### src/common/ptp_pkg.sv
// constants for the power-to-pulse-rate output stage
package ptp_pkg;
  // ----------------------------------------------------------------
  // clocking
  // ----------------------------------------------------------------
  localparam int unsigned CLK_HZ = 32'h017D7840;   // 25 MHz system clock
  localparam int unsigned OSC_HZ = 32'h0006DDD0;   // 450 kHz nominal oscillator
  localparam int unsigned OSC_DIV = CLK_HZ / OSC_HZ;
  localparam logic [5:0] OSC_DIV_LAST = 6'(OSC_DIV - 1);

  // ----------------------------------------------------------------
  // power scaling
  // ----------------------------------------------------------------
  localparam int PWR_W = 16;
  localparam int ACC_W = 40;
  localparam int CNT_W = 26;
  localparam logic [PWR_W-1:0] PWR_FS = 16'h4000;  // full-scale ac product
  localparam longint unsigned MAX_RATE_PERMILLE = 64'hCC;  // 0.204 x base rate
  localparam longint unsigned PERMILLE = 64'h3E8;
  // power-ticks per slow pulse at base rate osc/2^16
  localparam longint unsigned K_FULL = (64'(PWR_FS) * 64'h10000 * PERMILLE)
                                       / MAX_RATE_PERMILLE;
  localparam logic [ACC_W-1:0] CAL_THR_HI = ACC_W'(K_FULL / 64'h10);
  localparam logic [ACC_W-1:0] CAL_THR_LO = ACC_W'(K_FULL / 64'h8);
  localparam logic [ACC_W-1:0] CAL_THR_HF = ACC_W'(K_FULL / 64'h800);
  // no-load floor: 0.0014 % of base, i.e. 14 per million
  localparam longint unsigned NOLOAD_PPM = 64'hE;
  localparam logic [PWR_W-1:0] PWR_MIN = PWR_W'((64'(PWR_FS) * NOLOAD_PPM
                                          + 64'h31CE0 - 64'h1) / 64'h31CE0);
  localparam logic [11:0] MULT_HF = 12'h800;
  localparam logic [11:0] MULT_HI_BASE = 12'h080;
  localparam logic [11:0] MULT_LO_BASE = 12'h040;

  // ----------------------------------------------------------------
  // pulse timing
  // ----------------------------------------------------------------
  localparam int unsigned SLOW_SHORT_MS = 32'h426;  // 1062 ms
  localparam int unsigned CAL_SHORT_MS = 32'h15A;   // 346 ms
  localparam int unsigned CAL_WIDTH_MS = 32'hAD;    // 173 ms
  localparam int unsigned HF_WIDTH_US = 32'h23;     // 35 us
  localparam int unsigned SLOW_SHORT_CYC = (CLK_HZ / 32'h3E8) * SLOW_SHORT_MS;
  localparam int unsigned CAL_SHORT_CYC = (CLK_HZ / 32'h3E8) * CAL_SHORT_MS;
  localparam logic [CNT_W-1:0] HF_WIDTH_CYC = CNT_W'((CLK_HZ / 32'hF4240) * HF_WIDTH_US);
endpackage

### src/hw/ptp_out.sv
// pulse-rate output stage: power accumulators, slow and calibration pulse outputs
// Function
// - slow outputs carry real-power rate as active-low pulses
// - base rate is oscillator divided by 2^19..2^16 per rate selects
// - slow rate scales with product of rms voltages and base rate
// - slow rate comes from long accumulation of filtered power
// - full-scale slow rate is 0.204 of the base rate
// - calibration multiplier 128/64/32/16, or 64/32/16/2048 with scale low
// - calibration output accumulates same power over a shorter interval
// - high-frequency mode gives about 2.867 kHz at full scale
// - every rate scales with the 450 kHz oscillator
// - slow outputs alternate; below 1062 ms period width is half period
// - calibration pulses active high, 173 ms, half period below 346 ms
// - high-frequency mode calibration pulse is fixed 35 us
// - no pulses when rate below 0.0014 % of base rate
`timescale 1ns/100ps
module ptp_out
  import ptp_pkg::*;
#(
  parameter int unsigned SLOW_SHORT = SLOW_SHORT_CYC,
  parameter int unsigned CAL_SHORT = CAL_SHORT_CYC
) (
  // clock and reset
  input wire logic clk_i,
  input wire logic nrst_i,
  // filtered real power, unsigned, full scale PWR_FS
  input wire logic [PWR_W-1:0] power_i,
  // mode selects
  input wire logic rate_sel_lo_i,
  input wire logic rate_sel_hi_i,
  input wire logic cal_scale_sel_i,
  // pulse outputs
  output logic slow_pulse_a_n_o,
  output logic slow_pulse_b_n_o,
  output logic cal_pulse_out_o
);
  // ----------------------------------------------------------------
  // helpers
  // ----------------------------------------------------------------
  // width is half the shorter of last period and the short limit
  function automatic logic [CNT_W-1:0] half_min(input logic [CNT_W-1:0] per,
                                               input logic [CNT_W-1:0] lim);
    logic [CNT_W-1:0] m;
    m = (per < lim) ? per : lim;
    half_min = (m < CNT_W'(2)) ? CNT_W'(1) : (m >> 1);
  endfunction

  localparam logic [CNT_W-1:0] SLOW_LIM = CNT_W'(SLOW_SHORT);
  localparam logic [CNT_W-1:0] CAL_LIM = CNT_W'(CAL_SHORT);

  logic [1:0] code;
  logic hf_mode;
  logic [ACC_W-1:0] cal_thr;
  logic [11:0] mult;
  assign code = {rate_sel_hi_i, rate_sel_lo_i};
  assign hf_mode = !cal_scale_sel_i && (code == 2'h3);

  // ----------------------------------------------------------------
  // mode decode
  // ----------------------------------------------------------------
  // slow threshold is K_FULL << (3-code); the cal threshold divides it by
  // the multiplier, which reduces to one constant per scale setting, plus CAL_THR_HF in high-frequency mode
  always_comb begin
    if (hf_mode) begin
      cal_thr = CAL_THR_HF;
      mult = MULT_HF;
    end else if (cal_scale_sel_i) begin
      cal_thr = CAL_THR_HI;
      mult = MULT_HI_BASE >> code;
    end else begin
      cal_thr = CAL_THR_LO;
      mult = MULT_LO_BASE >> code;
    end
  end

  // ----------------------------------------------------------------
  // state
  // ----------------------------------------------------------------
  logic [5:0] div_r, div_nxt;
  logic tick_r, tick_nxt;
  logic [ACC_W-1:0] acc_r, acc_nxt;
  logic [11:0] slow_cnt_r, slow_cnt_nxt;
  logic cal_evt, slow_evt;
  logic [CNT_W-1:0] cal_per_r, cal_per_nxt, cal_w_r, cal_w_nxt;
  logic [CNT_W-1:0] slow_per_r, slow_per_nxt, slow_w_r, slow_w_nxt;
  logic side_r, side_nxt;
  logic cal_o_r, cal_o_nxt, sa_r, sa_nxt, sb_r, sb_nxt;

  always_comb begin
    logic [ACC_W-1:0] sum;
    sum = '0;
    div_nxt = div_r;
    tick_nxt = 1'b0;
    acc_nxt = acc_r;
    slow_cnt_nxt = slow_cnt_r;
    cal_evt = 1'b0;
    slow_evt = 1'b0;
    // oscillator enable; all rates follow it
    if (div_r == OSC_DIV_LAST) begin
      div_nxt = '0;
      tick_nxt = 1'b1;
    end else begin
      div_nxt = div_r + 6'h01;
    end
    // below the no-load floor nothing accumulates, so no output can creep
    if (tick_r && (power_i >= PWR_MIN)) begin
      sum = acc_r + ACC_W'(power_i);
      if (sum >= cal_thr) begin
        acc_nxt = sum - cal_thr;
        cal_evt = 1'b1;
      end else begin
        acc_nxt = sum;
      end
    end
    // slow pulses integrate mult calibration overflows: the long average
    if (cal_evt) begin
      if (slow_cnt_r + 12'h001 >= mult) begin
        slow_cnt_nxt = '0;
        slow_evt = 1'b1;
      end else begin
        slow_cnt_nxt = slow_cnt_r + 12'h001;
      end
    end
  end

  always_comb begin
    cal_per_nxt = (cal_per_r == '1) ? cal_per_r : cal_per_r + CNT_W'(1);
    slow_per_nxt = (slow_per_r == '1) ? slow_per_r : slow_per_r + CNT_W'(1);
    cal_w_nxt = (cal_w_r != '0) ? cal_w_r - CNT_W'(1) : cal_w_r;
    slow_w_nxt = (slow_w_r != '0) ? slow_w_r - CNT_W'(1) : slow_w_r;
    side_nxt = side_r;
    // width uses the period just finished; a pulse arriving early restarts
    if (cal_evt) begin
      cal_per_nxt = '0;
      cal_w_nxt = hf_mode ? HF_WIDTH_CYC : half_min(cal_per_r, CAL_LIM);
    end
    if (slow_evt) begin
      slow_per_nxt = '0;
      slow_w_nxt = half_min(slow_per_r, SLOW_LIM);
      side_nxt = !side_r;
    end
    cal_o_nxt = (cal_w_nxt != '0);
    sa_nxt = !((slow_w_nxt != '0) && !side_nxt);
    sb_nxt = !((slow_w_nxt != '0) && side_nxt);
  end

  always_ff @(posedge clk_i or negedge nrst_i) begin
    if (!nrst_i) begin
      div_r <= '0;
      tick_r <= 1'b0;
      acc_r <= '0;
      slow_cnt_r <= '0;
      cal_per_r <= '1;
      slow_per_r <= '1;
      cal_w_r <= '0;
      slow_w_r <= '0;
      side_r <= 1'b1;
      cal_o_r <= 1'b0;
      sa_r <= 1'b1;
      sb_r <= 1'b1;
    end else begin
      div_r <= div_nxt;
      tick_r <= tick_nxt;
      acc_r <= acc_nxt;
      slow_cnt_r <= slow_cnt_nxt;
      cal_per_r <= cal_per_nxt;
      slow_per_r <= slow_per_nxt;
      cal_w_r <= cal_w_nxt;
      slow_w_r <= slow_w_nxt;
      side_r <= side_nxt;
      cal_o_r <= cal_o_nxt;
      sa_r <= sa_nxt;
      sb_r <= sb_nxt;
    end
  end

  assign cal_pulse_out_o = cal_o_r;
  assign slow_pulse_a_n_o = sa_r;
  assign slow_pulse_b_n_o = sb_r;

  // ----------------------------------------------------------------
  // checks
  // ----------------------------------------------------------------
  logic [CNT_W-1:0] cal_len_r, slow_len_r;
  always_ff @(posedge clk_i or negedge nrst_i) begin
    if (!nrst_i) begin
      cal_len_r <= '0;
      slow_len_r <= '0;
    end else begin
      cal_len_r <= cal_o_r ? cal_len_r + CNT_W'(1) : '0;
      slow_len_r <= (!sa_r || !sb_r) ? slow_len_r + CNT_W'(1) : '0;
    end
  end

  slow_alternate_a: assert property (@(posedge clk_i) disable iff (!nrst_i)
    !(!slow_pulse_a_n_o && !slow_pulse_b_n_o)) else $error("both slow outputs low");
  slow_side_swap_a: assert property (@(posedge clk_i) disable iff (!nrst_i)
    slow_evt |=> (side_r != $past(side_r))) else $error("slow side did not swap");
  slow_width_max_a: assert property (@(posedge clk_i) disable iff (!nrst_i)
    $rose(slow_pulse_a_n_o) |-> slow_len_r <= SLOW_LIM / 2) else $error("slow pulse too wide");
  slow_b_width_a: assert property (@(posedge clk_i) disable iff (!nrst_i)
    $rose(slow_pulse_b_n_o) |-> slow_len_r <= SLOW_LIM / 2) else $error("slow b pulse too wide");
  no_load_hold_a: assert property (@(posedge clk_i) disable iff (!nrst_i)
    (power_i < PWR_MIN) |=> (acc_r == $past(acc_r))) else $error("accumulated below floor");
  osc_tick_only_a: assert property (@(posedge clk_i) disable iff (!nrst_i)
    !tick_r |=> (acc_r == $past(acc_r))) else $error("accumulated off tick");
  cal_start_a: assert property (@(posedge clk_i) disable iff (!nrst_i)
    cal_evt |=> cal_pulse_out_o ##1 cal_pulse_out_o) else $error("cal pulse not started");
  hf_width_a: assert property (@(posedge clk_i) disable iff (!nrst_i)
    ($fell(cal_pulse_out_o) && hf_mode && $stable(code)) |-> cal_len_r == HF_WIDTH_CYC)
    else $error("hf cal width wrong");
  cal_width_max_a: assert property (@(posedge clk_i) disable iff (!nrst_i)
    ($fell(cal_pulse_out_o) && !hf_mode) |-> cal_len_r <= CAL_LIM / 2)
    else $error("cal pulse too wide");
  slow_from_cal_a: assert property (@(posedge clk_i) disable iff (!nrst_i)
    slow_evt |-> cal_evt && (slow_cnt_r + 12'h001 >= mult)) else $error("slow ratio broken");
  // judged against the threshold of the same cycle, so a mode switch cannot trip it
  acc_below_thr_a: assert property (@(posedge clk_i) disable iff (!nrst_i)
    (tick_r && (acc_r < cal_thr)) |-> (acc_nxt < cal_thr))
    else $error("accumulator overran threshold");
endmodule

### config.mk
export PLATFORM = sky130hd
export DESIGN_NAME = ptp_out
export DESIGN_NICKNAME = d
export VERILOG_FILES = /design/src/common/ptp_pkg.sv /design/src/hw/ptp_out.sv
export SDC_FILE = /design/constraint.sdc
export NUM_CORES = 1
export LEC_CHECK = 0
export BUFFER_PORTS_ARGS = -buffer_cell sky130_fd_sc_hd__buf_2
export CAP_MARGIN = 20
export CORE_UTILIZATION = 58
export DETAILED_ROUTE_END_ITERATION = 10
export HOLD_SLACK_MARGIN = 0.02
export PLACE_DENSITY_LB_ADDON = 0.12
export RECOVER_POWER = 25
export SLEW_MARGIN = 0
export SYNTH_ARGS = -nofsm -noshare
export SYNTH_HDL_FRONTEND = slang
export SYNTH_SLANG_ARGS = --single-unit
### constraint.sdc
create_clock -name clk_i -period 4.8 [get_ports clk_i]
set_input_delay 0.24 -clock clk_i [delete_from_list [all_inputs] [get_ports clk_i]]
set_output_delay 0.24 -clock clk_i [all_outputs]
set_load 0.02 [all_outputs]
==> summary.txt, run 1 <==
Run status
  – Status: finished, violations left
  – Failing checks: capacitance limit, slew limit

Finish
  – Register area: 4250 um2
  – Final core occ: 0.681
  – Area of the multi-input gates: 7770 um2
  – Area growth from synthesis to layout: 14.6%
  – Fillers: 1661
  – Nets: 1583
  – Share of cells above drive strength 1: 0.179
  – Commonest non-fill, non-tap cells in the layout: nor2_1 (158), nand2_1 (136), dfrtp_1 (112)
  – Most common cell after layout, fill and taps aside: nor2_1

Critical path
  – CP Max Fanout: 5
  – WP data required: 5.16 ns
  – Reg2reg end: acc_r[38]
  – Reg2Reg Depth: 21
  – Setup crit end kind: flop
  – R2R Path Start: acc_r[3]
  – Worst EP arrival: 5.02 ns
  – Startpoint types: flop
  – R2R setup slack: 0.13 ns
  – Crit path capture: acc_r[38]
  – Crit Path Class: flop to flop
  – Critical path origin: acc_r[3]

Logic synthesis
  – Yosys top cell area share: 0.231
  – Post-synth top area cell: dfrtp_1
  – Synthesized instance count: 1443
  – Post-Synthesis Cell Area: 12100 um2
  – Largest family of logic cells by synthesized area: simple AND/OR/NAND/NOR gates
  – Mux cell area share after synthesis: 0.00919
  – Sequential-to-total area share from yosys stat: 0.351
  – XOR/XNOR Fraction of Synth Area: 0.116
  – Netlist cell types: 88
  – Simple-Gate Fraction of Synth Area: 0.266
  – Compound-Gate Fraction of Synth Area: 0.173
  – Post-Synth Adder-Cell Area: 0.0543
  – Post-synth EDFFs: 0
  – Async SR Flop Fraction: 1.00
  – Synth Warn #: 0
  – Syn Nets: 1516
  – Post-Syn Area per Cell: 8.39 um2
  – Top FF cell, synth: dfrtp_1
  – Top post-synthesis cells by area: dfrtp_1 (23%), dfstp_2 (12%), xnor2_1 (6.3%)
  – Synth Register Bits: 167

Clocking
  – CTS tree: done
  – Sink Count: 167
  – TritonCTS Buffers: 17
  – Worst-Skew Late Latency: 0.44 ns
  – Root Buffer Master: clkbuf_16
  – Clk buf depth: 2
  – H-tree depth: 4
  – Clock slew at reported path FFs: 0.07 ns

Die
  – Initial Util: 0.595
  – Io pins: 24
  – DIE WIDTH: 147 um
  – DIE HEIGHT: 147 um
  – Die ar.: 21500 um2
  – Core ar.: 20400 um2
  – Row count: 52

Global route
  – Total GRT Usage: 0.292
  – Grt total ovfl: 0
  – Most used routing layer: met2
  – Met2 usage: 0.468
  – Largest net degree at the start of global routing: 95
  – Met1 Use GR: 0.402
  – First-pass GRT wire length: 50600 um
  – Met3 Track Usage GR: 0.0497
  – Vias in the first global route: 10200
  – Initial antenna violation count: 1

Timing
  – Slew headroom: -0.562
  – Slew Limit Fails: 95
  – Final setup violation count: 0
  – Max Clk Rate: 0.214 GHz
  – Fin. Hold Viols: 0
  – Final Cycle Share: 0.972
  – Worst Skew: 0.0125 ns
  – Worst Slack Setup Final: 0.135 ns
  – Period minus WS final: 4.67 ns
  – RSZ-0062 raised after global routing: true
  – Setup TNS: 0 ns
  – Slew @ Worst Pin: 2.34 ns

Routing
  – Violation count after the first detailed-route iteration: 831
  – Via density: 6.08
  – DRT Pass-1 Iters: 5
  – DRC viols: 0
  – Routed Antenna Nets: 0
  – Wirelength, routed: 31000 um
  – Via Count: 10900
  – Post-DR wirelength/cell: 17.3 um

Placed design
  – Dpl ws: -0.0932 ns
  – IO buf count: 23
  – HPWL Detailed: 22100 um
  – Final Wtd Congestion: 0.928

Power and ir drop
  – Max IR drop VDD: 0.211 mV
  – Leakage power: 5.68 nW
  – Total power per unit cell area: 221 nW/um2

Hold path
  – Hold WC Path Type: primary input to flop

Run
  – MaxCap Viol Count: 1
==> worst min-delay path by stage <==
| stage | start | end | cells past startpoint |
|---|---|---|---|
| final | power_i[0] | acc_r[0] | 4 |
| after global routing | power_i[0] | acc_r[0] | 4 |
| after CTS | power_i[0] | acc_r[0] | 4 |
| after detailed placement | nrst_i | cal_w_r[15] | 1 |
| after global placement | nrst_i | cal_w_r[15] | 1 |
| after floorplan | nrst_i | acc_r[0] | 0 |
==> metal layers <==
metal  vias to the layer above  part of all wire
met1                      5228              0.46
met5                         -                 0
met2                       289              0.47
met3                        69             0.052
li1                       5320                 -
met4                         0             0.025
==> synthesized netlist by cell type, drive strengths merged (3+ instances only) <==
library cell  number
a2111oi            3
a211o              3
a211oi            15
a21o              19
a21oi            116
a221oi             5
a31o               3
a31oi             17
a32oi              3
and2              15
and3              25
and4               8
buf               26
clkbuf            33
dfrtp            112
dfstp             55
ha                51
inv               29
mux2i             10
nand2            140
nand2b            20
nand3             67
nand3b             5
nand4             29
nor2             163
nor2b             12
nor3              59
nor3b              5
nor4              37
o211ai            10
o21a               7
o21ai             93
o31ai             10
o32ai              3
or2                9
or3               16
or4               14
or4b               3
xnor2             87
xor2              73
==> cell families after synthesis <==
kind of cell             after synthesis
AO/OA/AOI/OAI                        328
XOR/XNOR                             160
adder cells (fa/ha/maj)               52
buffers and inverters                 88
flip-flops                           167
multiplexers                          11
AND/OR/NAND/NOR                      637
==> stage by stage <==
step	area, um2	instances	hold slack, ns	total power [mW]
global route	13900	1794	0.340	3.17
floorplan	12100	1443	-0.0556	1.58
CTS	13500	1782	0.299	3.07
global placement	12900	1748	0.401	1.67
finish	13900	1794	0.307	3.07
detailed placement	12900	1748	0.400	1.67
==> worst max-delay path, cell delays in order, from the launching register on <==
cell and delay (ns):
dfrtp_1 0.41, ha_4 0.23, and2_1 0.18, a221oi_2 0.29, nand2_2 0.09, buf_4 0.18, a21oi_4 0.13, o211ai_1 0.11
a31o_2 0.28, a21o_1 0.19, a21oi_2 0.17, xnor2_2 0.15, ha_1 0.27, and3_1 0.18, a41oi_4 0.29, a2111oi_4 0.14
nor3_4 0.25, buf_4 0.19, nand3_2 0.12, or4_1 0.43, a21oi_1 0.16, xor2_1 0.15
==> power breakdown <==
group	total (mW)	internal (mW)	switching, mW	leakage (nW)
registers	1.41	1.41	0	1.90
clock network	1.41	0.801	0.607	0.289
logic	0.255	0.0993	0.155	3.49
==> area by class of cell <==
cell class / count / share of cell area
clock inverter: 13 / 0.0103
tap: 270 / 0.0243
sequential: 167 / 0.306
timing repair buffer: 107 / 0.0591
antenna: 1 / 0.000180
clock buffer: 19 / 0.0326
inverter: 29 / 0.00784
multi-input combinational: 1188 / 0.560
==> flip-flops by register name (all words and copies together), names as in the netlist <==
name and flops:
slow_pulse_a_n_o 1, cal_pulse_out_o 1, cal_per_r 26, tick_r 1, slow_cnt_r 12, slow_pulse_b_n_o 1
side_r 1, div_r 6, acc_r 40, slow_per_r 26, cal_w_r 26, slow_w_r 26
==> timing repair <==
item                       4_1_cts  5_1_grt
setup buffers                    1       10
setup endpoints to repair       15      135
resized for setup                4       53
hold buffers                     1        0
gates cloned                     0        1
pin swaps                        2       21
hold endpoints to repair        60        0
No activity file was read; power rests on OpenSTA's default activity.
==> run 2: changes to the inputs <==
Settings changed: CORE_MARGIN from default to 2, CTS_CLUSTER_DIAMETER from default to 40.
==> run 2 against run 1 <==
Largest power group unchanged. Sequential power barely moved. Final cell count fell by 0.56%. Wire length rose by 0.11%. Die area rose by 2.7%. Register-to-register slack got worse by 0.02 ns. Largest cell class unchanged. Highest routed layer unchanged. Worst setup slack got worse by 0.024 ns. Maximum frequency fell by 0.52%. Clock power fell by 4%. The run still ends with capacitance limit, slew limit left. Hold slack barely moved. Critical endpoint is now slow_w_r[4].
==> summary.txt, run 2 (same netlist as run 1, synthesis figures left out) <==
Die
  – Initial Util: 0.595 (unchanged)
  – Io pins: 24 (unchanged)
  – Die ar.: 22100 um2 (was 21500 um2)
  – DIE WIDTH: 149 um (was 147 um)
  – Core ar.: 20400 um2 (unchanged)
  – DIE HEIGHT: 149 um (was 147 um)
  – Row count: 52 (unchanged)

Timing
  – RSZ-0062 raised after global routing: true (unchanged)
  – Final setup violation count: 0 (unchanged)
  – Fin. Hold Viols: 0 (unchanged)
  – Max Clk Rate: 0.213 GHz (was 0.214 GHz)
  – Slew @ Worst Pin: 2.56 ns (was 2.34 ns)
  – Slew Limit Fails: 99 (was 95)
  – Worst Skew: 0.0127 ns (was 0.0125 ns)
  – Final Cycle Share: 0.977 (was 0.972)
  – Period minus WS final: 4.69 ns (was 4.67 ns)
  – Slew headroom: -0.710 (was -0.562)
  – Worst Slack Setup Final: 0.110 ns (was 0.135 ns)
  – Hold WS: 0.307 ns (about the same)

Critical path
  – Startpoint types: flop (unchanged)
  – R2R Path Start: acc_r[0] (was acc_r[3])
  – CP Max Fanout: 7 (was 5)
  – Crit Path Class: flop to flop (unchanged)
  – WP data required: 5.10 ns (was 5.16 ns)
  – Worst EP arrival: 4.99 ns (was 5.02 ns)
  – Critical path origin: acc_r[0] (was acc_r[3])
  – Setup crit end kind: flop (unchanged)

Run status
  – Failing checks: capacitance limit, slew limit (unchanged)
  – Status: finished, violations left (unchanged)

Power and ir drop
  – Comb pwr share: 0.082 (was 0.083)
  – Max IR drop VDD: 0.206 mV (was 0.211 mV)
  – Leakage power: 5.71 nW (was 5.68 nW)
  – Clk pwr share: 0.451 (was 0.458)
  – Sw Ratio: 0.259 (was 0.248)
  – Total power per unit cell area: 216 nW/um2 (was 221 nW/um2)
  – Sequential Power Share: 0.467 (was 0.459)
  – Sw power: 0.783 mW (was 0.763 mW)
  – Pint: 2.24 mW (was 2.31 mW)

Routing
  – Via Count: 10900 (about the same)
  – DRT Pass-1 Iters: 6 (was 5)
  – Wirelength, routed: 31000 um (about the same)
  – Via density: 6.11 (was 6.08)
  – Routed Antenna Nets: 0 (unchanged)
  – Violation count after the first detailed-route iteration: 845 (was 831)
  – Post-DR wirelength/cell: 17.4 um (was 17.3 um)
  – DRC viols: 0 (unchanged)

Finish
  – Area growth from synthesis to layout: 15.5% (was 14.6%)
  – Final Cell Area: 14000 um2 (was 13900 um2)
  – Ant diodes: 0 (was 1)
  – Max reg flops: 40 (unchanged)
  – Nets: 1574 (was 1583)
  – Most common cell after layout, fill and taps aside: nor2_1 (unchanged)
  – Share of cells above drive strength 1: 0.180 (was 0.179)
  – Commonest non-fill, non-tap cells in the layout: nor2_1 (160), nand2_1 (136), dfrtp_1 (112) (was nor2_1 (158), nand2_1 (136), dfrtp_1 (112))
  – Most flop-heavy register: acc_r (unchanged)

Global route
  – Vias in the first global route: 10200 (about the same)
  – First-pass GRT wire length: 50200 um (was 50600 um)
  – Total GRT Usage: 0.280 (was 0.292)
  – Grt total ovfl: 0 (unchanged)
  – Largest net degree at the start of global routing: 99 (was 95)
  – Initial antenna violation count: 0 (was 1)

Run
  – MaxCap Viol Count: 1 (unchanged)

Clocking
  – CTS tree: done (unchanged)
  – Sink Count: 167 (unchanged)
  – Root Buffer Master: clkbuf_16 (unchanged)
  – Clock slew at reported path FFs: 0.07 ns (about the same)
  – H-tree depth: 4 (unchanged)
  – Clk buf depth: 2 (unchanged)
  – TritonCTS Buffers: 17 (unchanged)
  – Worst-Skew Late Latency: 0.43 ns (was 0.44 ns)

Hold path
  – Hold_sp: power_i[0] (unchanged)
  – Hold WC Path Type: primary input to flop (unchanged)

Placed design
  – Final Wtd Congestion: 0.924 (was 0.928)
  – Placed cell areas: 12700 um2 (was 12900 um2)
  – HPWL Detailed: 21000 um (was 22100 um)
  – Dpl ws: -0.0701 ns (was -0.0932 ns)
  – IO buf count: 23 (unchanged)
## run 2: area by class of cell
cell class	instances	area, um2
clock buffers	18	429
multi-input cells	1188	7870
well taps	270	338
clock inverters	14	141
repair buffers	98	858
fillers	1634	6370
inverters	29	109
flip-flops and latches	167	4250
## run 2: worst paths after layout
check | to | slack [ns] | cells past startpoint
max in group asynchronous | slow_per_r[5] | 2.00 | 3
worst min-delay path | acc_r[0] | 0.31 | 4
worst min register to register | acc_r[9] | 0.49 | 2
worst max register to register | slow_w_r[4] | 0.11 | 19
min in group asynchronous | cal_w_r[19] | 1.14 | 2
worst max-delay path | slow_w_r[4] | 0.11 | 19
## run 2: metal layers
| metal | GRT usage | wire (um) |
|---|---|---|
| met3 | 0.0399 | 1640 |
| met2 | 0.457 | 14900 |
| met5 | 0 | 0 |
| met4 | 0.0862 | 541 |
| met1 | 0.388 | 14000 |
## run 2: power groups by stage
stage,sequential [mW],clock [mW],combinational [mW]
finish,1.41,1.36,0.248
detailed placement,1.43,0,0.229
CTS,1.41,1.38,0.231
floorplan,1.43,0,0.141
global placement,1.43,0,0.226
global route,1.41,1.45,0.276
## run 2: worst max-delay path: stages (launching register included)
cell       delay, ns
dfrtp_1         0.35
ha_2            0.20
inv_2           0.04
fa_2            0.34
nand2b_4        0.17
a211oi_4        0.32
o21ai_4         0.13
a211oi_4        0.38
and3_4          0.28
xor2_4          0.08
ha_4            0.29
nand4_1         0.12
or3_4           0.43
a2111oi_4       0.43
nor3_4          0.10
a21oi_4         0.29
nand2_4         0.16
buf_12          0.19
nor3_4          0.18
a31oi_1         0.07
## run 2: metrics by stage
stage          utilization  instances  power, mW  setup TNS [ns]
2_1_floorplan            -       1443       1.58               0
3_3_place_gp         0.625       1724       1.66               0
3_5_place_dp         0.625       1724       1.66          -0.183
4_1_cts              0.655       1757       3.02               0
5_1_grt              0.687       1784       3.13           -1.87
6_report             0.687       1784       3.02               0
## run 2: what timing repair did
item | in CTS | in global routing
gates resized for setup | 3 | 71
gates cloned | 0 | 6
setup buffers | 0 | 21
setup endpoints to repair | 15 | 126
hold endpoints to repair | 72 | 0
pin swaps | 1 | 30
hold buffers | 1 | 0
==> run 3: changes to the inputs <==
Settings changed: ABC_AREA from default to 1, CORE_ASPECT_RATIO from default to 2, CORE_UTILIZATION 58 to 59.
==> run 3 against run 2 <==
Clock skew shrank 0.00097 ns. Sequential power is essentially flat. Combinational power grew 15%. First-iteration DRC count shrank 10%. Design area grew 7.8%. Synthesized area grew 15%. Global-route usage grew 8.1 points. Sequential share of layout area shrank 2.2 points. Power grew 3.9%. Clock power grew 6%. The run still ends with capacitance limit, slew limit left. Via count grew 29%. Largest cell class unchanged. Core utilization shrank 3.8 points.
==> summary.txt, run 3 <==
Run status
  – Status: finished, violations left (unchanged)
  – Failing checks: capacitance limit, slew limit (unchanged)

Timing
  – Fin. Hold Viols: 0 (unchanged)
  – Slew headroom: -1.34 (was -0.710)
  – Slew @ Worst Pin: 3.51 ns (was 2.56 ns)
  – Max Clk Rate: 0.211 GHz (was 0.213 GHz)
  – Final setup violation count: 0 (unchanged)
  – Final Cycle Share: 0.988 (was 0.977)
  – Worst Slack Setup Final: 0.0558 ns (was 0.110 ns)
  – RSZ-0062 raised after global routing: true (unchanged)
  – Slew Limit Fails: 79 (was 99)
  – Period minus WS final: 4.74 ns (was 4.69 ns)
  – Worst Skew: 0.0117 ns (was 0.0127 ns)

Placed design
  – Placed cells: 2399 (was 1724)
  – Dpl ws: 0.0442 ns (was -0.0701 ns)
  – Final Wtd Congestion: 0.981 (was 0.924)
  – IO buf count: 23 (unchanged)
  – HPWL Detailed: 35300 um (was 21000 um)

Power and ir drop
  – Max IR drop VDD: 0.247 mV (was 0.206 mV)
  – Comb pwr share: 0.091 (was 0.082)
  – Sequential Power Share: 0.450 (was 0.467)
  – Tot Pwr: 3.14 mW (was 3.02 mW)
  – Leakage power: 7.53 nW (was 5.71 nW)
  – Sw Ratio: 0.258 (was 0.259)
  – Clk pwr share: 0.459 (was 0.451)
  – Total power per unit cell area: 208 nW/um2 (was 216 nW/um2)
  – Sw power: 0.809 mW (was 0.783 mW)
  – Pint: 2.33 mW (was 2.24 mW)

Clocking
  – TritonCTS Buffers: 17 (unchanged)
  – CTS tree: done (unchanged)
  – Sink Count: 167 (unchanged)
  – H-tree depth: 4 (unchanged)
  – Worst-Skew Late Latency: 0.46 ns (was 0.43 ns)
  – Clock slew at reported path FFs: 0.07 ns (about the same)
  – Root Buffer Master: clkbuf_16 (unchanged)
  – Post-CTS Setup Bufs: 0 (unchanged)
  – Clk buf depth: 2 (unchanged)

Die
  – DIE HEIGHT: 221 um (was 149 um)
  – Core ar.: 23200 um2 (was 20400 um2)
  – Row count: 79 (was 52)
  – DIE WIDTH: 113 um (was 149 um)
  – Io pins: 24 (unchanged)
  – Initial Util: 0.600 (was 0.595)
  – Die ar.: 25000 um2 (was 22100 um2)

Finish
  – Register area: 4250 um2 (unchanged)
  – Commonest non-fill, non-tap cells in the layout: nand2_1 (508), inv_1 (332), nor2_1 (243) (was nor2_1 (160), nand2_1 (136), dfrtp_1 (112))
  – Ant diodes: 0 (unchanged)
  – Share of cells above drive strength 1: 0.102 (was 0.180)
  – Most flop-heavy register: acc_r (unchanged)
  – Area of the multi-input gates: 8210 um2 (was 7870 um2)
  – Max reg flops: 40 (unchanged)
  – Fillers: 2251 (was 1634)
  – Most common cell after layout, fill and taps aside: nand2_1 (was nor2_1)
  – Fin cells: 2434 (was 1784)
  – Area growth from synthesis to layout: 8.08% (was 15.5%)
  – Nets: 2211 (was 1574)

Routing
  – Via Count: 14100 (was 10900)
  – Via density: 5.79 (was 6.11)
  – DRC viols: 0 (unchanged)
  – Post-DR wirelength/cell: 18.3 um (was 17.4 um)
  – Routed Antenna Nets: 0 (unchanged)
  – DRT Pass-1 Iters: 5 (was 6)
  – Violation count after the first detailed-route iteration: 760 (was 845)
  – Wirelength, routed: 44500 um (was 31000 um)

Critical path
  – Slowest-stage cell, CP: fa_1 (was or3_4)
  – WP data required: 5.13 ns (was 5.10 ns)
  – Crit Path Class: flop to flop (unchanged)
  – Max incr delay on CP: 0.40 ns (was 0.43 ns)
  – R2R Path Start: acc_r[0] (unchanged)
  – Critical path's most frequent cell: nand2_1
  – CP Max Fanout: 23 (was 7)
  – Top delay family on crit path: simple AND/OR/NAND/NOR gates (was compound AO/OA/AOI/OAI gates)
  – Worst path bufs/invs: 5 (was 2)
  – Critical path origin: acc_r[0] (unchanged)
  – Worst EP arrival: 5.07 ns (was 4.99 ns)
  – Setup crit end kind: flop (unchanged)
  – Startpoint types: flop (unchanged)

Hold path
  – Hold WC Path Type: primary input to flop (unchanged)
  – Hold_sp: power_i[0] (unchanged)

Logic synthesis
  – Post-synth top cells: nand2_1 (508), inv_1 (333), nor2_1 (244) (was nor2_1 (162), nand2_1 (139), a21oi_1 (112), dfrtp_1 (112))
  – Synthesized instance count: 2108 (was 1443)
  – Sequential-to-total area share from yosys stat: 0.305 (was 0.351)
  – Synth Register Bits: 167 (unchanged)
  – Async SR Flop Fraction: 1.00 (unchanged)
  – Yosys top cell area share: 0.201 (was 0.231)
  – Synth Warn #: 0 (unchanged)
  – Netlist cell types: 51 (was 88)
  – Post-synth EDFFs: 0 (unchanged)
  – Most common cell in the netlist: nand2_1 (was nor2_1)
  – Post-Synthesis Cell Area: 13900 um2 (was 12100 um2)
  – Post-Syn Area per Cell: 6.62 um2 (was 8.39 um2)
  – Post-synth top area cell: dfrtp_1 (unchanged)
  – Top post-synthesis cells by area: dfrtp_1 (20%), nand2_1 (14%), dfstp_2 (10%) (was dfrtp_1 (23%), dfstp_2 (12%), xnor2_1 (6.3%))
  – Syn Nets: 2181 (was 1516)
  – Top FF cell, synth: dfrtp_1 (unchanged)

Global route
  – Vias in the first global route: 14200 (was 10200)
  – First-pass GRT wire length: 70400 um (was 50200 um)
  – Largest net degree at the start of global routing: 79 (was 99)
  – Total GRT Usage: 0.361 (was 0.280)
  – Initial antenna violation count: 0 (unchanged)
  – Grt total ovfl: 0 (unchanged)

Run
  – MaxCap Viol Count: 1 (unchanged)
## run 3: layout make-up
type | count | area share
tap | 283 | 0.0235
inverter | 340 | 0.0847
clock inverter | 8 | 0.00730
multi-input combinational | 1560 | 0.544
clock buffer | 24 | 0.0327
sequential | 167 | 0.282
timing repair buffer | 52 | 0.0257
## run 3: cells by family (layout without fill, tap and decap cells)
kind of cell,Yosys count,count (layout),synth area share
XOR/XNOR,102,102,0.0651
flip-flops,167,167,0.305
buffers and inverters,382,424,0.109
AND/OR/NAND/NOR,1144,1145,0.368
AO/OA/AOI/OAI,261,261,0.106
adder cells (fa/ha/maj),52,52,0.0472
## run 3: final timing paths
kind	depth (start not counted)	endpoint	slack [ns]
worst max-delay path	30	cal_pulse_out_o	0.06
worst min-delay path	4	acc_r[0]	0.29
worst max register to register	30	cal_pulse_out_o	0.06
worst min register to register	2	acc_r[9]	0.49
max in group asynchronous	3	slow_w_r[5]	1.03
min in group asynchronous	2	cal_w_r[2]	1.66
## run 3: metal layers
| metal | up-vias | GRT usage | share of wire |
|---|---|---|---|
| li1 | 6880 | - | - |
| met1 | 6530 | 0.333 | 0.32 |
| met2 | 457 | 0.664 | 0.53 |
| met3 | 215 | 0.0477 | 0.036 |
| met4 | 0 | 0.326 | 0.11 |
| met5 | - | 0 | 0 |
## run 3: stage by stage
stage / TNS [ns] / hold slack (ns) / cell area [um2] / util
detailed placement: 0 / 0.320 / 14400 / 0.621
finish: 0 / 0.286 / 15100 / 0.649
CTS: 0 / 0.278 / 15000 / 0.647
global route: -0.383 / 0.323 / 15100 / 0.649
global placement: 0 / 0.321 / 14400 / 0.621
floorplan: 0 / -0.0556 / 13900 / -
## run 3: tightest hold or removal path: cells and delay by family
family | cells | cell delay [ns]
AOI/OAI and AO/OA | 1 | 0.06
adders and majority gates | 1 | 0.20
buffers and inverters | 1 | 0.08
xor gates and xnor gates | 1 | 0.13
## run 3: timing repair
item / 4_1_cts / 5_1_grt
hold buffers: 1 / 0
resized for setup: 0 / 5
setup endpoints to repair: 0 / 62
hold endpoints to repair: 55 / 0
## run 3: power by group through the flow
stage	sequential [mW]	combinational, mW	clock [mW]
floorplan	1.43	0.170	0
finish	1.41	0.286	1.44
global route	1.41	0.319	1.51
detailed placement	1.43	0.282	0
global placement	1.43	0.280	0
CTS	1.41	0.284	1.45
